## src/core/asp_pkg.sv

```systemverilog
// constants, register map and state types of the asynchronous serial port
// Notes on behaviour
// - 10-bit frame: start, eight data LSB-first, stop
// - timer overflows set rate; doubling flag doubles it on port 0 only
// - buffer write starts frame; done flag at stop
// - enabled receiver starts on falling receive edge
// - 10-bit accept: done clear, address and stop checked
// - accepted 10-bit frame loads byte, stop, done flag
// - after frame check, watch again for falling edge
// - 11-bit frame adds programmable ninth bit before stop
// - fixed 11-bit mode runs system clock /64 or /32
// - transmit ninth bit sent after data, before stop
// - 11-bit accept uses ninth bit; ninth bit stored
// - timer 11-bit mode equals fixed mode, timer clocked
// - port 0 source select: 0 timer 1, 1 timer 3
// - port 1 clocked from timer 3 in all but the fixed 11-bit mode
// - timer 1 reload byte, divide by twelve, over 32
// - timer 1 clock select drops the divide by twelve
// - timer 3 prescaled 16-bit reload; port 1 over 16
// - data buffer: writes transmit, reads receive register
// - sticky framing error flag, cleared only by software
// - given address is address AND mask
package asp_pkg;
  // register byte addresses on the bus
  localparam logic [7:0] ADR_CTRL = 8'h00;
  localparam logic [7:0] ADR_DATA = 8'h04;
  localparam logic [7:0] ADR_MISC = 8'h08;
  localparam logic [7:0] ADR_T1RL = 8'h0c;
  localparam logic [7:0] ADR_T3RL = 8'h10;
  localparam logic [7:0] ADR_T3RH = 8'h14;
  localparam logic [7:0] ADR_SLAVE_ADDRESS_REG = 8'h18;
  localparam logic [7:0] ADR_SLAVE_ADDRESS_MASK = 8'h1c;
  localparam logic [7:0] ADR_TIMER3_AND_SERIAL_RATE_CONTROL = 8'hc4;
  // control register fields
  localparam int CTL_RI = 0;
  localparam int CTL_TI = 1;
  localparam int CTL_RB8 = 2;
  localparam int CTL_TB8 = 3;
  localparam int CTL_REN = 4;
  localparam int CTL_SM2 = 5;
  localparam int CTL_SML = 6;
  localparam int CTL_SMH = 7;
  // misc register fields
  localparam int MSC_RATE_DOUBLING_FLAG = 0;
  localparam int MSC_T1M = 1;
  localparam int MSC_FE = 2;
  localparam int MSC_T1RUN = 3;
  // timer 3 control fields
  localparam int T3_SMOD1 = 7;
  localparam int T3_ERRACC = 6;
  localparam int T3_BAUD_SOURCE_SELECT = 5;
  localparam int T3_TF3 = 4;
  localparam int T3_TR3 = 3;
  // reset values
  localparam logic [7:0] RST_REG = 8'h00;
  localparam logic [7:0] RST_TIMER3_AND_SERIAL_RATE_CONTROL = 8'h00;
  // timing counts
  localparam logic [3:0] OVS_LAST = 4'hf;
  localparam logic [3:0] OVS_MID = 4'h7;
  localparam logic [3:0] T1_PRE_LAST = 4'hb;
  localparam logic [1:0] FIX_LAST_SLOW = 2'h3;
  localparam logic [1:0] FIX_LAST_FAST = 2'h1;
  localparam logic [3:0] BITS_10 = 4'ha;
  localparam logic [3:0] BITS_11 = 4'hb;
  // receiver and transmitter states
  typedef enum logic [2:0] {
    R_IDLE = 3'b000,
    R_START = 3'b001,
    R_DATA = 3'b010,
    R_NINTH = 3'b011,
    R_STOP = 3'b100
  } asp_rx_e;
  typedef enum logic [0:0] {
    T_IDLE = 1'b0,
    T_SEND = 1'b1
  } asp_tx_e;
endpackage

```

## src/core/asp_baud.sv

```systemverilog
// baud tick generator: timer 1, timer 3 and the fixed system-clock divider
`timescale 1ns/1ns
`default_nettype none
module asp_baud
  import asp_pkg::*;
(
  // clock and reset
  input wire logic i_clk,
  input wire logic i_reset,
  // rate selection
  input wire logic i_fixed_mode,
  input wire logic i_dbl,
  input wire logic i_div16,
  input wire logic i_t3_sel,
  // timer 1 setup
  input wire logic i_t1_run,
  input wire logic i_t1_fast,
  input wire logic [7:0] i_t1_reload,
  // timer 3 setup
  input wire logic i_t3_run,
  input wire logic [2:0] i_t3_ps,
  input wire logic [15:0] i_t3_reload,
  // ticks
  output logic o_tick,
  output logic o_t3_ovf
);
  typedef struct packed {
    logic [3:0] t1_pre;
    logic [7:0] t1_cnt;
    logic [6:0] t3_pre;
    logic [15:0] t3_cnt;
    logic half;
    logic [1:0] fix_cnt;
    logic tick;
    logic t3_ovf;
  } asp_baud_s;
  asp_baud_s st;
  asp_baud_s next_st;
  logic t1_step;
  logic t1_ovf;
  logic t3_step;
  logic t3_ovf;
  logic ovf;
  logic [6:0] mask;

  // one tick per sixteenth of a bit, whatever the source
  always_comb begin
    next_st = st;
    t1_step = i_t1_run && (i_t1_fast || st.t1_pre == T1_PRE_LAST);
    next_st.t1_pre = t1_step || !i_t1_run ? 4'h0 : st.t1_pre + 4'h1;
    t1_ovf = t1_step && st.t1_cnt == 8'hff;
    if (t1_step) begin
      next_st.t1_cnt = t1_ovf ? i_t1_reload : st.t1_cnt + 8'h01;
    end
    mask = 7'((8'h01 << i_t3_ps) - 8'h01);
    t3_step = i_t3_run && (st.t3_pre & mask) == mask;
    next_st.t3_pre = i_t3_run ? st.t3_pre + 7'h01 : 7'h00;
    t3_ovf = t3_step && st.t3_cnt == 16'hffff;
    if (t3_step) begin
      next_st.t3_cnt = t3_ovf ? i_t3_reload : st.t3_cnt + 16'h0001;
    end
    ovf = i_t3_sel ? t3_ovf : t1_ovf;
    if (ovf) begin
      next_st.half = ~st.half;
    end
    // fixed divider free runs; only its wrap is used in the fixed mode
    next_st.fix_cnt = st.fix_cnt == (i_dbl ? FIX_LAST_FAST : FIX_LAST_SLOW) ? 2'h0
                      : st.fix_cnt + 2'h1;
    if (i_fixed_mode) begin
      next_st.tick = st.fix_cnt == (i_dbl ? FIX_LAST_FAST : FIX_LAST_SLOW);
    end else begin
      // halving the overflow rate gives the over-32 form; doubling drops it
      next_st.tick = ovf && (i_dbl || i_div16 || st.half);
    end
    next_st.t3_ovf = t3_ovf;
  end

  // state register
  always_ff @(posedge i_clk or posedge i_reset) begin
    if (i_reset) begin
      st <= '0;
    end else begin
      st <= next_st;
    end
  end

  assign o_tick = st.tick;
  assign o_t3_ovf = st.t3_ovf;
endmodule // asp_baud
`default_nettype wire

```

## src/core/asp_uart.sv

```systemverilog
// asynchronous serial port, 10-bit and 11-bit modes, behind a wishbone slave
`timescale 1ns/1ns
`default_nettype none
module asp_uart
  import asp_pkg::*;
#(
  parameter bit IS_PORT1 = 1'b0
)
(
  // clock and reset
  input wire logic I_CLK,
  input wire logic I_RESET,
  // wishbone slave
  input wire logic I_WB_CYC,
  input wire logic I_WB_STB,
  input wire logic I_WB_WE,
  input wire logic [7:0] I_WB_ADR,
  input wire logic [3:0] I_WB_SEL,
  input wire logic [31:0] I_WB_DAT,
  output logic [31:0] O_WB_DAT,
  output logic O_WB_ACK,
  // serial lines
  input wire logic I_RXD,
  output logic O_TXD
);
  typedef struct packed {
    logic ack;
    logic [7:0] rdat;
    logic [7:0] ctrl;
    logic [7:0] misc;
    logic [7:0] rxbuf;
    logic [7:0] t1rl;
    logic [7:0] t3rl;
    logic [7:0] t3rh;
    logic [7:0] slave_address_reg;
    logic [7:0] slave_address_mask;
    logic [7:0] timer3_and_serial_rate_control;
    logic rx_s1;
    logic rx_s2;
    logic rx_prev;
    asp_rx_e rstate;
    logic [3:0] rcnt;
    logic [3:0] rbits;
    logic [8:0] rshift;
    asp_tx_e tstate;
    logic [3:0] tcnt;
    logic [3:0] tbits;
    logic [10:0] tshift;
    logic txd;
  } asp_state_s;
  asp_state_s st;
  asp_state_s next_st;

  logic tick;
  logic t3_ovf;
  logic acc;
  logic wr;
  logic is11;
  logic fixed_mode;
  logic mode_on;
  logic dbl;
  logic t3_sel;
  logic baud_run;
  logic rx;
  logic ninth;
  logic accept_now;

  // address hit: given is address AND mask, broadcast is address OR mask
  function automatic logic addr_hit(input logic [7:0] d, input logic [7:0] a,
                                    input logic [7:0] m);
    logic given_ok;
    logic bcast_ok;
    given_ok = ((d ^ a) & m) == 8'h00;
    bcast_ok = ((d ^ (a | m)) & (a | m)) == 8'h00;
    return given_ok || bcast_ok;
  endfunction

  // mode decode and bus strobes
  assign acc = I_WB_CYC && I_WB_STB;
  assign wr = acc && st.ack && I_WB_WE && I_WB_SEL[0];
  assign is11 = st.ctrl[CTL_SMH];
  assign fixed_mode = st.ctrl[CTL_SMH] && !st.ctrl[CTL_SML];
  assign mode_on = st.ctrl[CTL_SMH] || st.ctrl[CTL_SML];
  assign dbl = IS_PORT1 ? st.timer3_and_serial_rate_control[T3_SMOD1] : st.misc[MSC_RATE_DOUBLING_FLAG];
  assign t3_sel = IS_PORT1 || st.timer3_and_serial_rate_control[T3_BAUD_SOURCE_SELECT];
  assign baud_run = fixed_mode || (t3_sel ? st.timer3_and_serial_rate_control[T3_TR3] : st.misc[MSC_T1RUN]);
  assign rx = st.rx_s2;
  // the ninth bit is the stop bit in the 10-bit mode
  assign ninth = is11 ? st.rshift[8] : rx;
  assign accept_now = !st.ctrl[CTL_RI] && (!st.ctrl[CTL_SM2]
                      || (ninth && addr_hit(st.rshift[7:0], st.slave_address_reg, st.slave_address_mask)));

  // baud tick source
  asp_baud u_baud (
    .i_clk(I_CLK),
    .i_reset(I_RESET),
    .i_fixed_mode(fixed_mode),
    .i_dbl(dbl),
    .i_div16(IS_PORT1),
    .i_t3_sel(t3_sel),
    .i_t1_run(st.misc[MSC_T1RUN]),
    .i_t1_fast(st.misc[MSC_T1M]),
    .i_t1_reload(st.t1rl),
    .i_t3_run(st.timer3_and_serial_rate_control[T3_TR3]),
    .i_t3_ps(st.timer3_and_serial_rate_control[2:0]),
    .i_t3_reload({st.t3rh, st.t3rl}),
    .o_tick(tick),
    .o_t3_ovf(t3_ovf)
  );

  // whole next state: bus first, hardware events last so a set beats a clear
  always_comb begin
    next_st = st;
    next_st.rx_s1 = I_RXD;
    next_st.rx_s2 = st.rx_s1;
    next_st.rx_prev = st.rx_s2;
    // registered ack, high for one cycle per request
    next_st.ack = acc && !st.ack;
    if (acc && !st.ack) begin
      unique case (I_WB_ADR)
        ADR_CTRL: next_st.rdat = st.ctrl;
        ADR_DATA: next_st.rdat = st.rxbuf;
        ADR_MISC: next_st.rdat = st.misc;
        ADR_T1RL: next_st.rdat = st.t1rl;
        ADR_T3RL: next_st.rdat = st.t3rl;
        ADR_T3RH: next_st.rdat = st.t3rh;
        ADR_SLAVE_ADDRESS_REG: next_st.rdat = st.slave_address_reg;
        ADR_SLAVE_ADDRESS_MASK: next_st.rdat = st.slave_address_mask;
        ADR_TIMER3_AND_SERIAL_RATE_CONTROL: next_st.rdat = st.timer3_and_serial_rate_control;
        default: next_st.rdat = 8'h00;
      endcase
    end
    if (wr) begin
      unique case (I_WB_ADR)
        ADR_CTRL: next_st.ctrl = I_WB_DAT[7:0];
        ADR_MISC: next_st.misc = I_WB_DAT[7:0];
        ADR_T1RL: next_st.t1rl = I_WB_DAT[7:0];
        ADR_T3RL: next_st.t3rl = I_WB_DAT[7:0];
        ADR_T3RH: next_st.t3rh = I_WB_DAT[7:0];
        ADR_SLAVE_ADDRESS_REG: next_st.slave_address_reg = I_WB_DAT[7:0];
        ADR_SLAVE_ADDRESS_MASK: next_st.slave_address_mask = I_WB_DAT[7:0];
        ADR_TIMER3_AND_SERIAL_RATE_CONTROL: next_st.timer3_and_serial_rate_control = I_WB_DAT[7:0];
        default: ;
      endcase
    end
    // transmitter: a write to the data buffer (re)starts a frame
    if (st.tstate == T_SEND && tick) begin
      next_st.tcnt = st.tcnt + 4'h1;
      if (st.tcnt == OVS_LAST) begin
        if (st.tbits == 4'h1) begin
          next_st.tstate = T_IDLE;
          next_st.txd = 1'b1;
        end else begin
          next_st.txd = st.tshift[1];
          next_st.tshift = {1'b1, st.tshift[10:1]};
          next_st.tbits = st.tbits - 4'h1;
          if (st.tbits == 4'h2) begin
            next_st.ctrl[CTL_TI] = 1'b1;
          end
        end
      end
    end
    if (wr && I_WB_ADR == ADR_DATA && mode_on) begin
      next_st.tstate = T_SEND;
      next_st.tcnt = 4'h0;
      next_st.txd = 1'b0;
      next_st.tbits = is11 ? BITS_11 : BITS_10;
      next_st.tshift = {1'b1, is11 ? next_st.ctrl[CTL_TB8] : 1'b1, I_WB_DAT[7:0], 1'b0};
    end
    // receiver, sampling each bit at its sixteenth-tick centre
    if (st.rstate != R_IDLE && tick) begin
      next_st.rcnt = st.rcnt + 4'h1;
    end
    unique case (st.rstate)
      R_IDLE: begin
        if (st.ctrl[CTL_REN] && mode_on && baud_run && st.rx_prev && !rx) begin
          next_st.rstate = R_START;
          next_st.rcnt = 4'h0;
        end
      end
      R_START: begin
        if (tick && st.rcnt == OVS_MID) begin
          next_st.rcnt = 4'h0;
          next_st.rbits = 4'h0;
          // a high start midpoint is noise, not a frame
          next_st.rstate = rx ? R_IDLE : R_DATA;
        end
      end
      R_DATA: begin
        if (tick && st.rcnt == OVS_LAST) begin
          next_st.rshift[7:0] = {rx, st.rshift[7:1]};
          next_st.rbits = st.rbits + 4'h1;
          if (st.rbits == 4'h7) begin
            next_st.rstate = is11 ? R_NINTH : R_STOP;
          end
        end
      end
      R_NINTH: begin
        if (tick && st.rcnt == OVS_LAST) begin
          next_st.rshift[8] = rx;
          next_st.rstate = R_STOP;
        end
      end
      R_STOP: begin
        if (tick && st.rcnt == OVS_LAST) begin
          next_st.rstate = R_IDLE;
          if (!rx) begin
            next_st.misc[MSC_FE] = 1'b1;
          end
          if (accept_now) begin
            next_st.rxbuf = st.rshift[7:0];
            next_st.ctrl[CTL_RB8] = ninth;
            next_st.ctrl[CTL_RI] = 1'b1;
          end
        end
      end
      default: next_st.rstate = R_IDLE;
    endcase
    if (t3_ovf) begin
      next_st.timer3_and_serial_rate_control[T3_TF3] = 1'b1;
    end
  end

  // state register
  always_ff @(posedge I_CLK or posedge I_RESET) begin
    if (I_RESET) begin
      st <= '0;
      st.ctrl <= RST_REG;
      st.misc <= RST_REG;
      st.timer3_and_serial_rate_control <= RST_TIMER3_AND_SERIAL_RATE_CONTROL;
      st.rx_s1 <= 1'b1;
      st.rx_s2 <= 1'b1;
      st.rx_prev <= 1'b1;
      st.rstate <= R_IDLE;
      st.tstate <= T_IDLE;
      st.txd <= 1'b1;
    end else begin
      st <= next_st;
    end
  end

  assign O_WB_DAT = {24'h000000, st.rdat};
  assign O_WB_ACK = st.ack;
  assign O_TXD = st.txd;

  // checks
  tx_idle_high_a: assert property (@(posedge I_CLK) disable iff (I_RESET)
    st.tstate == T_IDLE |-> O_TXD) else $error("transmit line low while idle");
  tx_start_bit_a: assert property (@(posedge I_CLK) disable iff (I_RESET)
    (wr && I_WB_ADR == ADR_DATA && mode_on) |=> !O_TXD && st.tstate == T_SEND)
    else $error("buffer write did not start a frame");
  tx_done_flag_a: assert property (@(posedge I_CLK) disable iff (I_RESET)
    (st.tstate == T_SEND && tick && st.tcnt == OVS_LAST && st.tbits == 4'h2 && !wr)
    |=> st.ctrl[CTL_TI] && O_TXD) else $error("done flag not set at stop bit");
  rx_load_a: assert property (@(posedge I_CLK) disable iff (I_RESET)
    (st.rstate == R_STOP && tick && st.rcnt == OVS_LAST && accept_now && !wr)
    |=> st.ctrl[CTL_RI] && st.rxbuf == $past(st.rshift[7:0]))
    else $error("accepted frame not loaded");
  rx_reject_a: assert property (@(posedge I_CLK) disable iff (I_RESET)
    (st.rstate == R_STOP && tick && st.rcnt == OVS_LAST && !accept_now
     && !st.ctrl[CTL_RI] && !wr) |=> !st.ctrl[CTL_RI])
    else $error("rejected frame raised receive flag");
  fe_sticky_a: assert property (@(posedge I_CLK) disable iff (I_RESET)
    (st.misc[MSC_FE] && !(wr && I_WB_ADR == ADR_MISC)) |=> st.misc[MSC_FE])
    else $error("framing error cleared by hardware");
  false_start_a: assert property (@(posedge I_CLK) disable iff (I_RESET)
    (st.rstate == R_START && tick && st.rcnt == OVS_MID && rx) |=> st.rstate == R_IDLE)
    else $error("false start not abandoned");
  rx_rearm_a: assert property (@(posedge I_CLK) disable iff (I_RESET)
    (st.rstate == R_STOP && tick && st.rcnt == OVS_LAST) |=> st.rstate == R_IDLE)
    else $error("receiver did not rearm");
  fixed_rate_a: assert property (@(posedge I_CLK) disable iff (I_RESET)
    (fixed_mode && !dbl && tick) ##1 (fixed_mode && !dbl)[*3]
    |-> !$past(tick, 2) && !$past(tick) && !tick ##1 tick)
    else $error("fixed mode tick spacing wrong");
  rx_frame_c: cover property (@(posedge I_CLK) disable iff (I_RESET)
    st.rstate == R_STOP && tick && st.rcnt == OVS_LAST && accept_now);
  false_start_c: cover property (@(posedge I_CLK) disable iff (I_RESET)
    st.rstate == R_START && tick && st.rcnt == OVS_MID && rx);
  tx_done_c: cover property (@(posedge I_CLK) disable iff (I_RESET)
    st.tstate == T_SEND ##1 st.tstate == T_IDLE);
  fe_set_c: cover property (@(posedge I_CLK) disable iff (I_RESET) $rose(st.misc[MSC_FE]));
endmodule // asp_uart
`default_nettype wire

```

## config.mk

```make
export PLATFORM = sky130hd
export DESIGN_NAME = asp_uart
export DESIGN_NICKNAME = d
export VERILOG_FILES = /design/src/core/asp_pkg.sv /design/src/core/asp_baud.sv /design/src/core/asp_uart.sv
export SDC_FILE = /design/constraint.sdc
export NUM_CORES = 1
export LEC_CHECK = 0
export ABC_AREA = 1
export BUFFER_PORTS_ARGS = -buffer_cell sky130_fd_sc_hd__buf_2
export CORE_UTILIZATION = 54
export CTS_CLUSTER_DIAMETER = 100
export CTS_CLUSTER_SIZE = 14
export DETAILED_ROUTE_END_ITERATION = 8
export HOLD_SLACK_MARGIN = 0.05
export PLACE_DENSITY_LB_ADDON = 0.2
export SYNTH_ARGS = -nofsm -noshare
export SYNTH_HDL_FRONTEND = slang
export SYNTH_SLANG_ARGS = --single-unit
```

## constraint.sdc

```tcl
create_clock -name I_CLK -period 5.5 [get_ports I_CLK]
set_clock_uncertainty 0.2 [all_clocks]
set_input_delay 0.825 -clock I_CLK [delete_from_list [all_inputs] [get_ports I_CLK]]
set_output_delay 0.825 -clock I_CLK [all_outputs]
set_load 0.02 [all_outputs]
```

==> impl_metrics.ini <==
[status]
status = complete, no violations

[synth]
ys_seq_elements = 164
synth_area_per_cell_um2 = 7.88
synth_edf_count = 0
yosys_warnings = 0
syn_inst = 1108
async_reset_ff_frac = 1.00
synth_cell_types = 49
synth_top_flop_cell = dfrtp_1
yosysSeqAreaShare = 0.471
syn-cell-area_um2 = 8730

[placement]
dp_hpwl_mm = 14.8
dp_cells = 1332
dpl_cell_area_um2 = 8950
port_buffers = 32
gp_congestion = 0.924

[cts]
cts_hold_buf = 0
cts_root_buffer = clkbuf_16
clock_latency_ps = 430
cts_tree = done
clock-sinks = 164
clock_path_buffers = 2
htree_levels = 4
clk_pin_slew_ps = 60
cts_setup_buffers = 0
cts_resized = 0
cts_made_buffers = 17

[floorplan]
die-area_um2 = 16700
die_width_um = 129
core_region_area_um2 = 15800
rows = 46
start_util = 0.552
die_y_um = 129
num_io_pins = 84

[detailed_routing]
dr.pass1.iters = 6
drt-total-wl_mm = 20.5
post_drt_via_cell_ratio = 5.22
drcViolationCount = 0
final_antenna_net_count = 0
wl_per_cell_um = 15.1
vias = 7120
drtIter0Drc = 590

[global_route]
grt_pass1_wl_mm = 33.5
gr-total-overflow = 0
antenna_found_initial = 0
grt_usage = 0.267
grt_pass1_vias = 6608
grt_max_degree = 88

[cells_and_area]
final_cell_area_um2 = 9540
final_cell_count_no_fill = 1364
final_nets = 1195
drive_gt1_frac = 0.130
final_common_cell = nand2_1
insertedDiodeCount = 0
fill_cells = 1388
final_cell_mix = nand2_1, dfrtp_1, inv_1, nand3_1, nor2_1
syn2layout_area_growth_pct = 9.29

[critical_path]
start_kind = input port
crit_start = I_WB_ADR[5]
crit_required_ps = 5610
rr_startpoint = u_baud.st[36]
path_class = input port to flip-flop
end_kind = flip-flop
cp.arrival_ps = 2380
critPathMaxFanout = 15

[sta]
slew_violations = 0
tightest_slew_ps = 727
slew_headroom = 0.515
hold_violations = 0
timing.fmax_ghz = 0.442
period_share = 0.412
hold_ws_ps = 158
setup_tns_ps = 0
finalCriticalPeriod_ps = 2260
setup_viol = 0
rsz0062_at_grt = false

[power]
leakagePower_nw = 4.74
ir_drop_mv = 0.250
p_per_area_nw_per_um2 = 275

[hold_path]
hp-start = next_st[42]
worst_hold_path_type = flip-flop to flip-flop

[job]
max-cap-violations = 0
[cells by family (layout without fill, tap and decap cells)]
kind of cell	count (synthesis)	in the layout	synth area share
XOR/XNOR	17	17	0.0171
other	1	24	0.000430
buffers and inverters	180	197	0.0942
AND/OR/NAND/NOR	557	557	0.288
flip-flops	164	164	0.471
AO/OA/AOI/OAI	178	178	0.114
adder cells (fa/ha/maj)	10	10	0.0143
multiplexers	1	1	0.00115
[per-stage QoR]
step,utilization,worst slack [ps],total power (W)
floorplan,-,48.3,0.00141
global placement,0.565,2850,0.00144
detailed placement,0.565,2830,0.00145
CTS,0.603,3280,0.00264
global route,0.603,3100,0.00271
finish,0.603,3240,0.00262
[Yosys cell counts, types with 2 or more instances]
cell type  count  area share
a21oi_1       12      0.0069
a31oi_1        2      0.0014
buf_2         12      0.0069
buf_4         33       0.028
clkbuf_1       2     0.00086
dfrtp_1      160        0.46
dfstp_2        4       0.012
ha_1          10       0.014
inv_1        107       0.046
inv_2         24       0.010
nand2_1      341        0.15
nand2_2       11      0.0079
nand3_1       73       0.042
nand3_2        7      0.0080
nand3b_1       5      0.0043
nand4_1        4      0.0029
nor2_1        72       0.031
nor2_2         7      0.0050
nor2_4        10       0.013
nor3_1        10      0.0057
nor3_2         3      0.0034
nor3_4         2      0.0037
o211ai_1      11      0.0095
o211ai_2       2      0.0029
o21a_1         3      0.0026
o21ai_0       69       0.040
o21ai_1       62       0.036
o21ai_2        5      0.0050
o221ai_1       2      0.0020
o22ai_1        4      0.0029
o31ai_1        3      0.0026
or2_2          4      0.0029
xnor2_1        6      0.0060
xor2_1        11       0.011
[where the power goes]
part	internal (W)	total [W]	switching, W
Sequential	0.00123	0.00126	0.0000214
Combinational	0.0000433	0.000167	0.000124
Clock	0.000708	0.00120	0.000489
[cell type report]
cell class,instances,area (um2),share of cell area
Clock buffer,22,474,0.0497
Clock inverter,10,121,0.0127
Inverter,132,500,0.0525
Multi-Input combinational cell,787,3890,0.407
Sequential cell,164,4110,0.431
Tap cell,216,270,0.0283
Timing Repair Buffer,33,180,0.0189
[state kept, by name (all words and copies together) (netlist names)]
| register | cells |
|---|---|
| st | 110 |
| u_baud.st | 38 |
| O_WB_DAT | 8 |
| O_TXD | 1 |
| O_WB_ACK | 1 |
| dbl | 1 |
| is11 | 1 |
| next_st | 1 |
| rx | 1 |
| u_baud.o_t3_ovf | 1 |
| u_baud.o_tick | 1 |
[routing by layer]
metal | share of wire | GRT usage | vias up
met5 | 0 | 0 | -
met2 | 0.46 | 0.422 | 182
met4 | 0.030 | 0.113 | 0
met3 | 0.043 | 0.0500 | 41
li1 | - | - | 3565
met1 | 0.46 | 0.362 | 3332
[worst max-delay path, cell delays in order]
cell and delay, ps:
buf_2 110, inv_1 70, nand2_1 100, nor2_4 180, inv_2 70, nor2_4 170
nand2_1 330, o21ai_1 230, inv_1 90, o21ai_1 130, nand2_1 70
[worst paths after layout]
check                           endpoint  slack [ps]  depth (start not counted)
max                               st[10]        3240                         11
min                                   rx         160                          0
max reg2reg                u_baud.o_tick        3310                          9
max in group asynchronous    O_WB_DAT[1]        3880                          3
min in group asynchronous         st[18]         300                          2
min reg2reg                           rx         160                          0
No activity file was read; power rests on OpenSTA's default activity.
